===== src/rtl/gcf_pkg.sv =====
// register map, field layout and reset values of the graphics config header part
// assumes an apb slave whose registers each take one aligned 32-bit word
package gcf_pkg;

  // ----------------------------------------------------------------
  // bus widths
  // ----------------------------------------------------------------
  localparam int unsigned ADDR_W = 8;
  localparam int unsigned DATA_W = 32;

  // ----------------------------------------------------------------
  // register indices; byte address is four times the index
  // ----------------------------------------------------------------
  localparam logic [5:0] IDX_MMIO_BASE = 6'h14;
  localparam logic [5:0] IDX_SUBSYS_VENDOR = 6'h2c;
  localparam logic [5:0] IDX_SUBSYS = 6'h2e;
  localparam logic [5:0] IDX_ROM_BASE = 6'h30;
  localparam logic [5:0] IDX_CAP_HEAD = 6'h34;
  localparam logic [5:0] IDX_IRQ_LINE = 6'h3c;
  localparam logic [5:0] IDX_IRQ_PIN = 6'h3d;
  localparam logic [5:0] IDX_MIN_GNT = 6'h3e;

  // ----------------------------------------------------------------
  // field positions
  // ----------------------------------------------------------------
  localparam int unsigned MMIO_BASE_LSB = 19;
  localparam int unsigned MMIO_BASE_W = 13;
  localparam logic [31:0] MMIO_WR_MASK = 32'hfff80000;
  localparam logic [31:0] IRQ_LINE_WR_MASK = 32'h000000ff;

  // ----------------------------------------------------------------
  // reset and hardwired values
  // ----------------------------------------------------------------
  localparam logic [31:0] MMIO_BASE_RST = 32'h00000000;
  localparam logic [15:0] SUBSYS_RST = 16'h0000;
  localparam logic [31:0] ROM_BASE_VAL = 32'h00000000;
  localparam logic [7:0] CAP_HEAD_VAL = 8'hdc;
  localparam logic [31:0] IRQ_LINE_RST = 32'h00000000;
  localparam logic [7:0] IRQ_PIN_VAL = 8'h01;
  localparam logic [7:0] MIN_GNT_VAL = 8'h00;

  // ----------------------------------------------------------------
  // apb answer phase
  // ----------------------------------------------------------------
  typedef enum logic [0:0] {PH_IDLE, PH_ANSWER} gcf_phase_t;

endpackage


===== src/rtl/gcf_byte_reg.sv =====
// byte-enabled register with a per-bit writable mask
// assumes wr_en is a one-cycle pulse from the apb access edge
`timescale 1ns/1ns
module gcf_byte_reg
#(
  parameter logic [31:0] WR_MASK = 32'hffffffff,
  parameter logic [31:0] RST_VAL = 32'h00000000
)
(
  // clock and reset
  input wire logic clk,
  input wire logic rst_n,
  // write port
  input wire logic wr_en,
  input wire logic [3:0] wr_strb,
  input wire logic [31:0] wr_data,
  // stored value
  output logic [31:0] value
);

  typedef struct packed
  {
    logic [31:0] val;
  } gcf_breg_t;

  gcf_breg_t st_ff;
  gcf_breg_t nxt_st;

  // merge enabled bytes, writable bits only
  always_comb
  begin
    nxt_st = st_ff;
    for (int b = 0; b < 4; b++)
    begin
      if (wr_en && wr_strb[b])
      begin
        nxt_st.val[b*8 +: 8] = (wr_data[b*8 +: 8] & WR_MASK[b*8 +: 8]) |
                               (st_ff.val[b*8 +: 8] & ~WR_MASK[b*8 +: 8]);
      end
    end
  end

  // state register
  always_ff @(posedge clk or negedge rst_n)
  begin
    if (!rst_n)
    begin
      st_ff <= '{val: RST_VAL};
    end
    else
    begin
      st_ff <= nxt_st;
    end
  end

  assign value = st_ff.val;

endmodule


===== src/rtl/gcf_wonce_reg.sv =====
// 16-bit write-once register, cleared only by reset
// assumes wr_en is a one-cycle pulse from the apb access edge
`timescale 1ns/1ns
module gcf_wonce_reg
(
  // clock and reset
  input wire logic clk,
  input wire logic rst_n,
  // write port
  input wire logic wr_en,
  input wire logic [1:0] wr_strb,
  input wire logic [15:0] wr_data,
  // stored value and lock
  output logic [15:0] value,
  output logic locked
);

  typedef struct packed
  {
    logic [15:0] val;
    logic lock;
  } gcf_wonce_t;

  gcf_wonce_t st_ff;
  gcf_wonce_t nxt_st;

  // first write takes enabled bytes and locks
  always_comb
  begin
    nxt_st = st_ff;
    if (wr_en && !st_ff.lock)
    begin
      for (int b = 0; b < 2; b++)
      begin
        if (wr_strb[b])
        begin
          nxt_st.val[b*8 +: 8] = wr_data[b*8 +: 8];
        end
      end
      nxt_st.lock = 1'b1;
    end
  end

  // state register
  always_ff @(posedge clk or negedge rst_n)
  begin
    if (!rst_n)
    begin
      st_ff <= '{val: gcf_pkg::SUBSYS_RST, lock: 1'b0};
    end
    else
    begin
      st_ff <= nxt_st;
    end
  end

  assign value = st_ff.val;
  assign locked = st_ff.lock;

endmodule


===== src/rtl/gcf_cfg_regs.sv =====
// apb register bank for the graphics function's config header part
// assumes an apb master on pclk and a memory address stream on pclk
//
// Decided for this implementation: the APB interface to the registers.
`timescale 1ns/1ns
module gcf_cfg_regs
(
  // clock and reset
  input wire logic pclk,
  input wire logic presetn,
  // apb slave
  input wire logic psel,
  input wire logic penable,
  input wire logic pwrite,
  input wire logic [gcf_pkg::ADDR_W-1:0] paddr,
  input wire logic [gcf_pkg::DATA_W-1:0] pwdata,
  input wire logic [3:0] pstrb,
  output logic [gcf_pkg::DATA_W-1:0] prdata,
  output logic pready,
  output logic pslverr,
  // memory address decode
  input wire logic mem_valid,
  input wire logic [31:0] mem_addr,
  output logic mmio_hit,
  // configured values
  output logic [gcf_pkg::MMIO_BASE_W-1:0] mmio_base,
  output logic [7:0] irq_line,
  output logic [15:0] subsys_vendor,
  output logic [15:0] subsys_id,
  output logic subsys_locked
);

  // ----------------------------------------------------------------
  // byte addresses
  // ----------------------------------------------------------------
  localparam logic [7:0] ADR_MMIO = {gcf_pkg::IDX_MMIO_BASE, 2'b00};
  localparam logic [7:0] ADR_SVEND = {gcf_pkg::IDX_SUBSYS_VENDOR, 2'b00};
  localparam logic [7:0] ADR_SUBSYS = {gcf_pkg::IDX_SUBSYS, 2'b00};
  localparam logic [7:0] ADR_ROM = {gcf_pkg::IDX_ROM_BASE, 2'b00};
  localparam logic [7:0] ADR_CAP = {gcf_pkg::IDX_CAP_HEAD, 2'b00};
  localparam logic [7:0] ADR_IRQL = {gcf_pkg::IDX_IRQ_LINE, 2'b00};
  localparam logic [7:0] ADR_IRQP = {gcf_pkg::IDX_IRQ_PIN, 2'b00};
  localparam logic [7:0] ADR_MGNT = {gcf_pkg::IDX_MIN_GNT, 2'b00};

  // ----------------------------------------------------------------
  // state
  // ----------------------------------------------------------------
  typedef struct packed
  {
    gcf_pkg::gcf_phase_t phase;
    logic [31:0] rdata;
    logic ready;
    logic slverr;
    logic hit;
    logic [12:0] base;
    logic [7:0] line;
    logic [15:0] svend;
    logic [15:0] subsystem_code;
    logic lock;
  } gcf_state_t;

  gcf_state_t st_ff;
  gcf_state_t nxt_st;

  // ----------------------------------------------------------------
  // decode
  // ----------------------------------------------------------------
  logic setup;
  logic access_done;
  logic wr_done;
  logic mapped;
  logic sel_mmio;
  logic sel_svend;
  logic sel_subsys;
  logic sel_irql;
  logic [31:0] mmio_val;
  logic [31:0] irql_val;
  logic [15:0] svend_val;
  logic [15:0] sid_val;
  logic svend_lock;
  logic sid_lock;
  logic [31:0] rd_mux;
  logic [31:0] rd_word;
  logic wr_mmio;
  logic wr_irql;
  logic wr_svend;
  logic wr_subsys;
  logic win_match;
  logic [31:0] rd_mmio;
  logic [31:0] rd_svend;
  logic [31:0] rd_subsys;
  logic [31:0] rd_rom;
  logic [31:0] rd_cap;
  logic [31:0] rd_irql;
  logic [31:0] rd_irqp;
  logic [31:0] rd_mgnt;

  // apb phases
  assign setup = psel && !penable;
  assign access_done = psel && penable && st_ff.ready;
  assign wr_done = access_done && pwrite;

  // register selects
  assign sel_mmio = (paddr == ADR_MMIO);
  assign sel_svend = (paddr == ADR_SVEND);
  assign sel_subsys = (paddr == ADR_SUBSYS);
  assign sel_irql = (paddr == ADR_IRQL);

  // ----------------------------------------------------------------
  // write strobes and window match
  // ----------------------------------------------------------------

  // one pulse per register at the completing access edge
  assign wr_mmio = wr_done && sel_mmio;
  assign wr_irql = wr_done && sel_irql;
  assign wr_svend = wr_done && sel_svend;
  assign wr_subsys = wr_done && sel_subsys;

  // memory address against the mirrored base
  assign win_match = (mem_addr[31:gcf_pkg::MMIO_BASE_LSB] == st_ff.base);

  // mapped addresses, read-only ones included
  always_comb
  begin
    case (paddr)
      ADR_MMIO, ADR_SVEND, ADR_SUBSYS, ADR_ROM,
      ADR_CAP, ADR_IRQL, ADR_IRQP, ADR_MGNT:
        mapped = 1'b1;
      default:
        mapped = 1'b0;
    endcase
  end

  // ----------------------------------------------------------------
  // storage
  // ----------------------------------------------------------------

  // mmio base: only bits 31:19 take a write
  gcf_byte_reg
  #(
    .WR_MASK(gcf_pkg::MMIO_WR_MASK),
    .RST_VAL(gcf_pkg::MMIO_BASE_RST)
  )
  u_mmio
  (
    .clk(pclk),
    .rst_n(presetn),
    .wr_en(wr_mmio),
    .wr_strb(pstrb),
    .wr_data(pwdata),
    .value(mmio_val)
  );

  // irq routing line: low byte only
  gcf_byte_reg
  #(
    .WR_MASK(gcf_pkg::IRQ_LINE_WR_MASK),
    .RST_VAL(gcf_pkg::IRQ_LINE_RST)
  )
  u_irql
  (
    .clk(pclk),
    .rst_n(presetn),
    .wr_en(wr_irql),
    .wr_strb(pstrb),
    .wr_data(pwdata),
    .value(irql_val)
  );

  // subsystem vendor code, write once
  gcf_wonce_reg u_svend
  (
    .clk(pclk),
    .rst_n(presetn),
    .wr_en(wr_svend),
    .wr_strb(pstrb[1:0]),
    .wr_data(pwdata[15:0]),
    .value(svend_val),
    .locked(svend_lock)
  );

  // subsystem code, write once
  gcf_wonce_reg u_subsys
  (
    .clk(pclk),
    .rst_n(presetn),
    .wr_en(wr_subsys),
    .wr_strb(pstrb[1:0]),
    .wr_data(pwdata[15:0]),
    .value(sid_val),
    .locked(sid_lock)
  );

  // ----------------------------------------------------------------
  // read data
  // ----------------------------------------------------------------

  // mmio base: window bits kept, mask, prefetch, type and space bits zero
  assign rd_mmio = {mmio_val[31:gcf_pkg::MMIO_BASE_LSB],
                    19'h00000};

  // write-once codes and irq line sit in the low bits
  assign rd_svend = {16'h0000, svend_val};
  assign rd_subsys = {16'h0000, sid_val};
  assign rd_irql = {24'h000000, irql_val[7:0]};

  // hardwired registers, writes never reach them
  assign rd_rom = gcf_pkg::ROM_BASE_VAL;
  assign rd_cap = {24'h000000, gcf_pkg::CAP_HEAD_VAL};
  assign rd_irqp = {24'h000000, gcf_pkg::IRQ_PIN_VAL};
  assign rd_mgnt = {24'h000000, gcf_pkg::MIN_GNT_VAL};

  // ----------------------------------------------------------------
  // read select
  // ----------------------------------------------------------------

  // read value per register; unmapped places read zero
  always_comb
  begin
    case (paddr)
      ADR_MMIO:
        rd_mux = rd_mmio;
      ADR_SVEND:
        rd_mux = rd_svend;
      ADR_SUBSYS:
        rd_mux = rd_subsys;
      ADR_ROM:
        rd_mux = rd_rom;
      ADR_CAP:
        rd_mux = rd_cap;
      ADR_IRQL:
        rd_mux = rd_irql;
      ADR_IRQP:
        rd_mux = rd_irqp;
      ADR_MGNT:
        rd_mux = rd_mgnt;
      default:
        rd_mux = 32'h00000000;
    endcase
  end

  // writes put zero on the read bus
  assign rd_word = pwrite ? 32'h00000000 : rd_mux;

  // ----------------------------------------------------------------
  // next state
  // ----------------------------------------------------------------

  // apb answer, mirrors of stored values, window match
  always_comb
  begin
    nxt_st = st_ff;
    nxt_st.ready = 1'b0;
    case (st_ff.phase)
      gcf_pkg::PH_IDLE:
      begin
        if (setup)
        begin
          // answer ready in the first access cycle
          nxt_st.phase = gcf_pkg::PH_ANSWER;
          nxt_st.ready = 1'b1;
          nxt_st.rdata = rd_word;
          // read-only targets still complete without error
          nxt_st.slverr = !mapped;
        end
      end
      gcf_pkg::PH_ANSWER:
      begin
        if (access_done)
        begin
          nxt_st.phase = gcf_pkg::PH_IDLE;
          nxt_st.rdata = 32'h00000000;
          nxt_st.slverr = 1'b0;
        end
        else
        begin
          nxt_st.ready = st_ff.ready;
        end
      end
      default:
      begin
        nxt_st.phase = gcf_pkg::PH_IDLE;
      end
    endcase
    // decode of the register window against memory cycles
    nxt_st.hit = mem_valid && win_match;
    nxt_st.base = mmio_val[31:gcf_pkg::MMIO_BASE_LSB];
    nxt_st.line = irql_val[7:0];
    nxt_st.svend = svend_val;
    nxt_st.subsystem_code = sid_val;
    nxt_st.lock = svend_lock && sid_lock;
  end

  // ----------------------------------------------------------------
  // state register
  // ----------------------------------------------------------------
  always_ff @(posedge pclk or negedge presetn)
  begin
    if (!presetn)
    begin
      st_ff <= '{
        phase: gcf_pkg::PH_IDLE,
        rdata: 32'h00000000,
        ready: 1'b0,
        slverr: 1'b0,
        hit: 1'b0,
        base: gcf_pkg::MMIO_BASE_RST[31:gcf_pkg::MMIO_BASE_LSB],
        line: gcf_pkg::IRQ_LINE_RST[7:0],
        svend: gcf_pkg::SUBSYS_RST,
        subsystem_code: gcf_pkg::SUBSYS_RST,
        lock: 1'b0
      };
    end
    else
    begin
      st_ff <= nxt_st;
    end
  end

  // ----------------------------------------------------------------
  // outputs
  // ----------------------------------------------------------------
  assign prdata = st_ff.rdata;
  assign pready = st_ff.ready;
  assign pslverr = st_ff.slverr;
  assign mmio_hit = st_ff.hit;
  assign mmio_base = st_ff.base;
  assign irq_line = st_ff.line;
  assign subsys_vendor = st_ff.svend;
  assign subsys_id = st_ff.subsystem_code;
  assign subsys_locked = st_ff.lock;

endmodule


===== config.mk =====
export PLATFORM = sky130hd
export DESIGN_NAME = gcf_cfg_regs
export DESIGN_NICKNAME = d
export VERILOG_FILES = /design/src/rtl/gcf_pkg.sv /design/src/rtl/gcf_byte_reg.sv /design/src/rtl/gcf_wonce_reg.sv /design/src/rtl/gcf_cfg_regs.sv
export SDC_FILE = /design/constraint.sdc
export NUM_CORES = 1
export LEC_CHECK = 0
export ABC_AREA = 1
export BUFFER_PORTS_ARGS = -buffer_cell sky130_fd_sc_hd__buf_2
export CAP_MARGIN = 20
export CELL_PAD_IN_SITES_DETAIL_PLACEMENT = 1
export CELL_PAD_IN_SITES_GLOBAL_PLACEMENT = 1
export CORE_MARGIN = 4
export CORE_UTILIZATION = 42
export DETAILED_ROUTE_END_ITERATION = 10
export MAX_ROUTING_LAYER = met4
export PLACE_DENSITY = 0.94
export SETUP_SLACK_MARGIN = 0.5
export SLEW_MARGIN = 25
export SYNTH_ARGS = -nofsm -noshare
export SYNTH_HDL_FRONTEND = slang
export SYNTH_SLANG_ARGS = --single-unit

===== constraint.sdc =====
create_clock -name pclk -period 2.5 [get_ports pclk]
set_input_delay 0.25 -clock pclk [delete_from_list [all_inputs] [get_ports pclk]]
set_output_delay 0.25 -clock pclk [all_outputs]
set_load 0.01 [all_outputs]

==> results of run 1 <==
==> worst max-delay path by stage <==
stage,end,slack (ps),cells past startpoint
detailed placement,u_subsys.value[1],530,7
floorplan,u_subsys.value[6],1100,6
global route,u_subsys.value[14],540,4
finish,u_subsys.value[14],740,4
CTS,u_subsys.value[6],590,4
global placement,u_subsys.value[7],660,6
==> metrics by stage <==
step | cell area, um^2 | setup slack (ps) | util, %
after detailed placement | 6500 | 534 | 44.9
final | 7170 | 736 | 49.5
after floorplan | 6190 | 1100 | -
after global routing | 7170 | 541 | 49.5
after global placement | 6500 | 656 | 44.9
after CTS | 7160 | 587 | 49.5
==> synth_stat cells, types with 3 or more instances <==
master and instances:
nand3_1 53, buf_4 87, nand3_2 4, nor2_4 3, buf_2 7, nand2_1 177
inv_1 72, nor2_1 19, a21oi_1 5, clkbuf_1 4, dfrtp_1 142, buf_6 3
o21ai_1 7, o21ai_0 54, nor2_2 5
==> logic make-up after synthesis <==
kind of cell / after synthesis / synth area share [%]
and+or+nand+nor: 270 / 19.7
buffers and inverters: 173 / 16.3
DFF: 142 / 57.5
AOI/OAI and AO/OA: 73 / 6.19
xor gates and xnor gates: 2 / 0.283
other: 1 / 0.0606
==> sequential cells by signal, indices dropped and copies added (netlist names) <==
register / cells
irq_line: 8
mmio_base: 13
mmio_hit: 1
prdata: 29
pready: 1
pslverr: 1
st_ff: 1
subsys_id: 16
subsys_locked: 1
subsys_vendor: 16
u_irql.value: 8
u_mmio.value: 13
u_subsys.locked: 1
u_subsys.value: 16
u_svend.locked: 1
u_svend.value: 16
==> routing by layer <==
layer,routed length [um],up-vias
li1,-,2128
met1,6710,2203
met2,8250,130
met3,834,31
met4,363,0
met5,0,-
==> layout make-up <==
class / instances / area share [%]
Sequential cell: 142 / 49.6
Multi-Input combinational cell: 348 / 22.8
Timing Repair Buffer: 154 / 11.5
Clock buffer: 19 / 6.18
Inverter: 72 / 3.77
Tap cell: 184 / 3.21
Clock inverter: 13 / 2.91
==> power groups by stage <==
stage	Combinational (W)	Clock [W]	Sequential (W)
2_1_floorplan	0.000132	0	0.00240
3_5_place_dp	0.000324	0	0.00239
4_1_cts	0.000327	0.00284	0.00235
6_report	0.000317	0.00279	0.00235
3_3_place_gp	0.000311	0	0.00239
5_1_grt	0.000359	0.00294	0.00235
==> critical path, stage by stage, from the launching register on <==
cell and delay (ps):
dfrtp_1 380, nand4_1 290, inv_1 320, nand4_2 370
o21ai_0 310
==> timing repair <==
item,CTS,global route
hold endpoints to repair,65,0
hold buffers,1,0
setup buffers,0,0
endpoints found under the setup margin,0,8
gates resized for setup,0,1
==> results_dict.tcl, run 1 <==
set metrics [dict create \
    rows 44 \
    gr-usage-all-layers_pct 20.6 \
    grt_use_met2_pct 34.1 \
    p_total_w 0.00546 \
    p_leak_nw 4.10 \
    clk_path_buf_depth 2 \
    reg2reg_to "u_subsys.value[14]" \
    regArea_mm2 0.00355 \
    hold_violations 0 \
    tightest_slew_ps 621 \
    core_mm2 0.0145 \
    grt_start_max_net_pins 68 \
    start_kind "register" \
    layout.cells.non_filler 932 \
    setup_viol 0 \
    dp_cells 899 \
    pwr-share-seq_pct 43.0 \
    area_growth_pct 15.9 \
    final_common_cell "nand2_1" \
    grt_pass1_vias 4832 \
    syn-cell-area_mm2 0.00618 \
    clk_latency_ps 420 \
    run_status "completed" \
    yosys_warnings 0 \
    period_needed_ps 1760 \
    synth_seq_cells 142 \
    synth_cell_type_count 29 \
    hold_start "pwdata[31]" \
    endpoint_kind "register" \
    fillers 1710 \
    rsz0062_at_grt "false" \
    min-delay-path-class "primary input to register" \
    p_sw_w 0.00123 \
    pwr-share-clk_pct 51.2 \
    drt_iter0_markers 188 \
    wire_per_inst_um 17.3 \
    place.gp.congestion 0.758 \
    viasPerCell 4.82 \
    cts_root_buf "clkbuf_16" \
    ant_nets 0 \
    worst-path-max-fanout 16 \
    rr_startpoint "pready" \
    yosys.area.top_type "dfrtp_1" \
    multi_input_area_mm2 0.00164 \
    crit_start "pready" \
    clkTransAtPathRegs_ps 60 \
    drtPass1Iterations 4 \
    path_class "register to register" \
    min_to "u_mmio.value[31]" \
    layout-drive-gt1-share_pct 27.4 \
    synth-edff-count 0 \
    cap_violations 0 \
    tns_ps 0 \
    busiest_layer "met2" \
    swShare_pct 22.5 \
    fp.dieW_um 129 \
    min_period_over_period_pct 70.6 \
    fin_skew_ps 6.97 \
    synthTopCellsByArea "dfrtp_1 57%, nand2_1 11%, buf_4 11%, inv_1 4.4%, o21ai_0 4.4%" \
    netlist.area_leader.share_pct 57.5 \
    drc 0 \
    avgSynthCellArea_um2 9.36 \
    gr-total-overflow 0 \
    numCtsBuffers 17 \
    htree_levels 4 \
    vias 4492 \
    portBuffers 145 \
    cts_tree "yes" \
    grtUsageMet3_pct 4.04 \
    syn_inst 661 \
    grt_pass1_wl_um 25600 \
    final_cell_mix "177 x nand2_1, 144 x buf_2, 142 x dfrtp_1" \
    dpl.hpwl_um 11600 \
    clock_sinks 142 \
    relSlewSlack_pct 58.6 \
    synth_seq_area_share_pct 57.5 \
    p_comb_share_pct 5.8 \
    crit_arrival_ps 2090 \
    die_area_mm2 0.0167 \
    async_flop_share_pct 100 \
    r2r_cells 4 \
    routed_wl_um 16200 \
    antennaDiodeCount 0 \
    fmaxAchievable_mhz 567 \
    irDropWorstVdd_uv 392 \
    slew_viol_final 0 \
    worst-r2r-setup-slack_ps 740 \
    grt.met1_usage_pct 24.9 \
    intPower_w 0.00423 \
    power.density_mw_per_mm2 761 \
    die_height_um 129 \
    layout.nets 817 \
    initial_utilization_pct 42.7 \
    whs_path_depth 3 \
    antenna_found_initial 0 \
    ioPinCount 171 \
    ys.flop_type "dfrtp_1" \
    hold_ws_ps 65.1 \
    worstPathRequired_ps 2820 \
]
No activity file was read; power rests on OpenSTA's default activity.
==> run 2: changes to the inputs <==
Settings changed: CORE_UTILIZATION 42 to 39, PLACE_DENSITY 0.94 to 0.89.
Clock period 2.5 ns to 1.7 ns, I/O delays scaled along.
==> run 2 against run 1 <==
Design area rose by 12%. Sequential share of layout area fell by 5.2 points. Die area rose by 7.2%. Clock power rose by 40%. Non-clock buffer count rose by 35. Routed wire length rose by 18%. Combinational power rose by 120%. Global-route usage rose by 0.99 points. Utilization rose by 2.6 points. Register-to-register slack got worse by 470 ps. Total power rose by 48%. Largest power group unchanged.
==> results_dict.tcl, run 2 (synthesis results as in run 1) <==
set metrics [dict create \
    run_status "completed" \
    cap_violations 0 \
    p_leak_nw 4.38 \
    fp.dieW_um 134 \
    numCtsBuffers 17 \
    final_common_cell "nand2_1" \
    endpoint_kind "register" \
    drtPass1Iterations 4 \
    grtUsageMet3_pct 4.95 \
    die_area_mm2 0.0179 \
    min_period_over_period_pct 84.2 \
    worstPathRequired_ps 2010 \
    critPathCapture "u_svend.value[5]" \
    path_class "register to register" \
    die_height_um 134 \
    cts_root_buf "clkbuf_16" \
    irDropWorstVdd_uv 652 \
    gr-total-overflow 0 \
    tns_ps 0 \
    clkTransAtPathRegs_ps 60 \
    ioPinCount 171 \
    crit_start "pready" \
    cts_tree "yes" \
    wire_per_inst_um 18.9 \
    hold_ws_ps 13.1 \
    fmaxAchievable_mhz 698 \
    largest_reg_flops 29 \
    layout_setup_ws_ps 268 \
    ant_nets 0 \
    min-delay-path-class "primary input to register" \
    htree_levels 4 \
    grt_start_max_net_pins 49 \
    start_kind "register" \
    routed_wl_um 19000 \
    power.density_mw_per_mm2 1000 \
    clock_sinks 142 \
    grt_pass1_wl_um 28600 \
    grt_pass1_vias 5268 \
    vias 4882 \
    layout.nets 859 \
    dpl.hpwl_um 12200 \
    clk_latency_ps 420 \
    drc 0 \
    period_needed_ps 1430 \
    r2r_cells 7 \
    worst-path-max-fanout 8 \
    final_cell_mix "144 x nand2_1, 143 x buf_2, 142 x dfrtp_1" \
    hold_violations 0 \
    rsz0062_at_grt "true" \
    grt.met1_usage_pct 23.8 \
    grt_use_met2_pct 37.2 \
    rows 45 \
    reg2reg_to "u_svend.value[5]" \
    busiest_layer "met2" \
    gr-usage-all-layers_pct 21.6 \
    clk_path_buf_depth 2 \
    drt_iter0_markers 250 \
    fin_skew_ps 9.79 \
    place.gp.congestion 0.843 \
    slew_viol_final 0 \
    viasPerCell 4.86 \
    layout-drive-gt1-share_pct 37.2 \
    setup_viol 0 \
    worst-r2r-setup-slack_ps 270 \
    antenna_found_initial 4 \
    dp_worst_setup_slack_ps -33.1 \
    core_mm2 0.0154 \
    rr_startpoint "pready" \
    hold_start "pwdata[13]" \
    crit_arrival_ps 1740 \
    area_growth_pct 29.6 \
    portBuffers 145 \
    initial_utilization_pct 40.2 \
]
[run 2: per-stage QoR]
| step | instances | instance area, um^2 | total power (W) | utilization, % |
|---|---|---|---|---|
| 2_1_floorplan | 663 | 6250 | 0.00372 | - |
| 3_3_place_gp | 932 | 6630 | 0.00398 | 43.1 |
| 3_5_place_dp | 932 | 6630 | 0.00400 | 43.1 |
| 4_1_cts | 992 | 7740 | 0.00803 | 50.3 |
| 5_1_grt | 1005 | 8020 | 0.00836 | 52.2 |
| 6_report | 1005 | 8020 | 0.00806 | 52.2 |
[run 2: timing repair]
action,CTS,global route
pin swaps,19,23
hold buffers,13,0
gates resized for setup,48,60
hold endpoints to repair,56,0
endpoints found under the setup margin,86,88
buffers inserted,10,7
gates cloned,5,2
[run 2: worst min-delay path by stage]
stage,endpoint,slack (ps),depth (start not counted)
after floorplan,irq_line[0],-130,0
after global placement,subsys_id[6],130,1
after detailed placement,u_irql.value[6],150,1
after CTS,u_mmio.value[30],0.1,3
after global routing,u_subsys.value[13],4,3
final,u_subsys.value[13],10,3
[run 2: power by group]
part	internal (W)	switching [W]
clock	0.00244	0.00147
sequential	0.00342	0.0000288
combinational	0.000286	0.000404
total	0.00615	0.00191
[run 2: final cells by class]
class                      count  area [um^2]
clock buffer                  21          470
sequential                   142         3550
multi-input combinational    355         2030
fill                        1746         7350
clock inverter                11          154
antenna                        4         10.0
timing repair buffer         189         1250
inverter                      72          283
tap                          211          264
[run 2: metal layers]
metal | vias to the layer above | part of all wire (%)
li1 | 2250 | -
met1 | 2413 | 38
met2 | 169 | 53
met3 | 50 | 5.2
met4 | 0 | 4.0
met5 | - | 0
[run 2: critical path, stage by stage (launching register included)]
cell and delay (ps):
dfrtp_1 350, nand4_1 100, buf_6 160, nor3_4 150
buf_12 160, nand3_4 170, nand2_2 160, o21ai_2 70
==> run 3: changes to the inputs <==
Clock period 1.7 ns to 1.5 ns, I/O delays scaled along.
==> run 3 against run 2 <==
Largest cell class unchanged. Largest power group unchanged. Sequential power grew 13%. Combinational power increased by 49%. Critical endpoint is now u_svend.value[7]. Highest routed layer unchanged. Worst setup slack worse by 160 ps.
==> results_dict.tcl, run 3 (synthesis results as in run 1) <==
set metrics [dict create \
    cts_tree "yes" \
    multi_input_area_mm2 0.00199 \
    hold_violations 0 \
    area_growth_pct 38.3 \
    min-delay-path-class "primary input to register" \
    p_total_w 0.00953 \
    final_cell_mix "156 x nand2_1, 142 x dfrtp_1, 117 x buf_2" \
    dpl.hpwl_um 12100 \
    layout-drive-gt1-share_pct 39.4 \
    largest_reg_flops 29 \
    viasPerCell 4.82 \
    final_area_mm2 0.00855 \
    worst-r2r-setup-slack_ps 110 \
    crit_path_top_delay_cell "dfrtp_1" \
    rsz0062_at_grt "true" \
    rows 45 \
    rr_startpoint "pready" \
    tns_ps 0 \
    worstPathRequired_ps 1810 \
    slew_viol_final 0 \
    ioPinCount 171 \
    period_needed_ps 1390 \
    initial_utilization_pct 40.2 \
    path_cells "nand4_1 -> buf_6 -> nor3_4 -> buf_12 -> nand3_4 -> nand2_2 -> o21ai_2" \
    place_area_mm2 0.00672 \
    cpLargestDelayFamily "simple AND/OR/NAND/NOR gates" \
    crit_arrival_ps 1700 \
    clk_path_buf_depth 2 \
    start_kind "register" \
    fin_skew_ps 8.73 \
    fp.dieW_um 134 \
    routed_wl_um 20100 \
    worst-path-max-fanout 8 \
    max_stage_delay_ps 350 \
    fillers 1725 \
    clock_sinks 142 \
    r2r_cells 7 \
    final_common_cell "nand2_1" \
    run_status "completed" \
    place.gp.congestion 0.815 \
    antenna_found_initial 5 \
    cap_violations 0 \
    fmaxAchievable_mhz 717 \
    min_to "u_irql.value[0]" \
    drc 0 \
    wire_per_inst_um 19.3 \
    drtPass1Iterations 4 \
    hold_ws_ps 19.2 \
    grt_pass1_vias 5529 \
    regArea_mm2 0.00355 \
    die_height_um 134 \
    min_period_over_period_pct 93.0 \
    endpoint_kind "register" \
    reg2reg_to "u_svend.value[7]" \
    drt_iter0_markers 245 \
    clk_latency_ps 420 \
    cp_num_buf_inv 2 \
    hold_start "pwdata[0]" \
    layout.nets 899 \
    power.density_mw_per_mm2 1110 \
    gr-total-overflow 0 \
    core_mm2 0.0154 \
    numCtsBuffers 17 \
    path_class "register to register" \
    clkTransAtPathRegs_ps 70 \
    grt_pass1_wl_um 30700 \
    grt_start_max_net_pins 47 \
    gr-usage-all-layers_pct 22.9 \
    whs_path_depth 3 \
    die_area_mm2 0.0179 \
    p_leak_nw 4.66 \
    setup_viol 0 \
    portBuffers 145 \
    cts_root_buf "clkbuf_16" \
    irDropWorstVdd_uv 874 \
    vias 5040 \
    ant_nets 0 \
    htree_levels 4 \
]
## run 3: tightest hold or removal path, stage by stage
cell	delay, ps
buf_2	70
inv_1	60
o21ai_1	120
## run 3: through the flow
step                instances  worst slack, ps  util (%)
detailed placement        934             -101      43.7
global placement          934             9.64      43.7
floorplan                 663              134         -
CTS                      1021              103      53.1
global route             1046             25.6      55.7
finish                   1046              105      55.7
## run 3: how the worst max path moves through the flow
stage	start	endpoint	slack, ps	depth (start not counted)
2_1_floorplan	pready	u_svend.value[13]	130	6
3_3_place_gp	paddr[3]	u_mmio.value[28]	10	7
3_5_place_dp	pready	u_svend.value[7]	-100	5
4_1_cts	pready	u_svend.value[2]	100	7
5_1_grt	pready	u_svend.value[15]	30	7
6_report	pready	u_svend.value[7]	110	7
## run 3: layout make-up
class | instances | share of cell area [%]
Sequential cell | 142 | 41.5
Inverter | 72 | 3.33
Multi-Input combinational cell | 353 | 23.3
Timing Repair Buffer | 231 | 21.1
Clock buffer | 18 | 5.13
Antenna cell | 5 | 0.146
Clock inverter | 14 | 2.38
Tap cell | 211 | 3.09
## run 3: layer usage
| metal | up-vias | wire [um] | global-route usage [%] |
|---|---|---|---|
| met5 | - | 0 | - |
| met4 | 0 | 635 | 9.43 |
| met3 | 43 | 1090 | 5.96 |
| met2 | 165 | 10900 | 39.6 |
| met1 | 2515 | 7540 | 25.0 |
| li1 | 2317 | - | - |
## run 3: repair_timing
item | CTS | global route
hold buffers | 19 | 0
pin swaps | 19 | 18
buffers inserted | 29 | 18
endpoints found under the setup margin | 172 | 172
cloned | 7 | 2
endpoints found under the hold margin | 133 | 0
resized for setup | 66 | 50
## run 3: report_power, final
group | switching [W] | internal (W) | total (W)
clock | 0.00172 | 0.00286 | 0.00459
combinational | 0.000546 | 0.000482 | 0.00103
sequential | 0.0000329 | 0.00388 | 0.00391
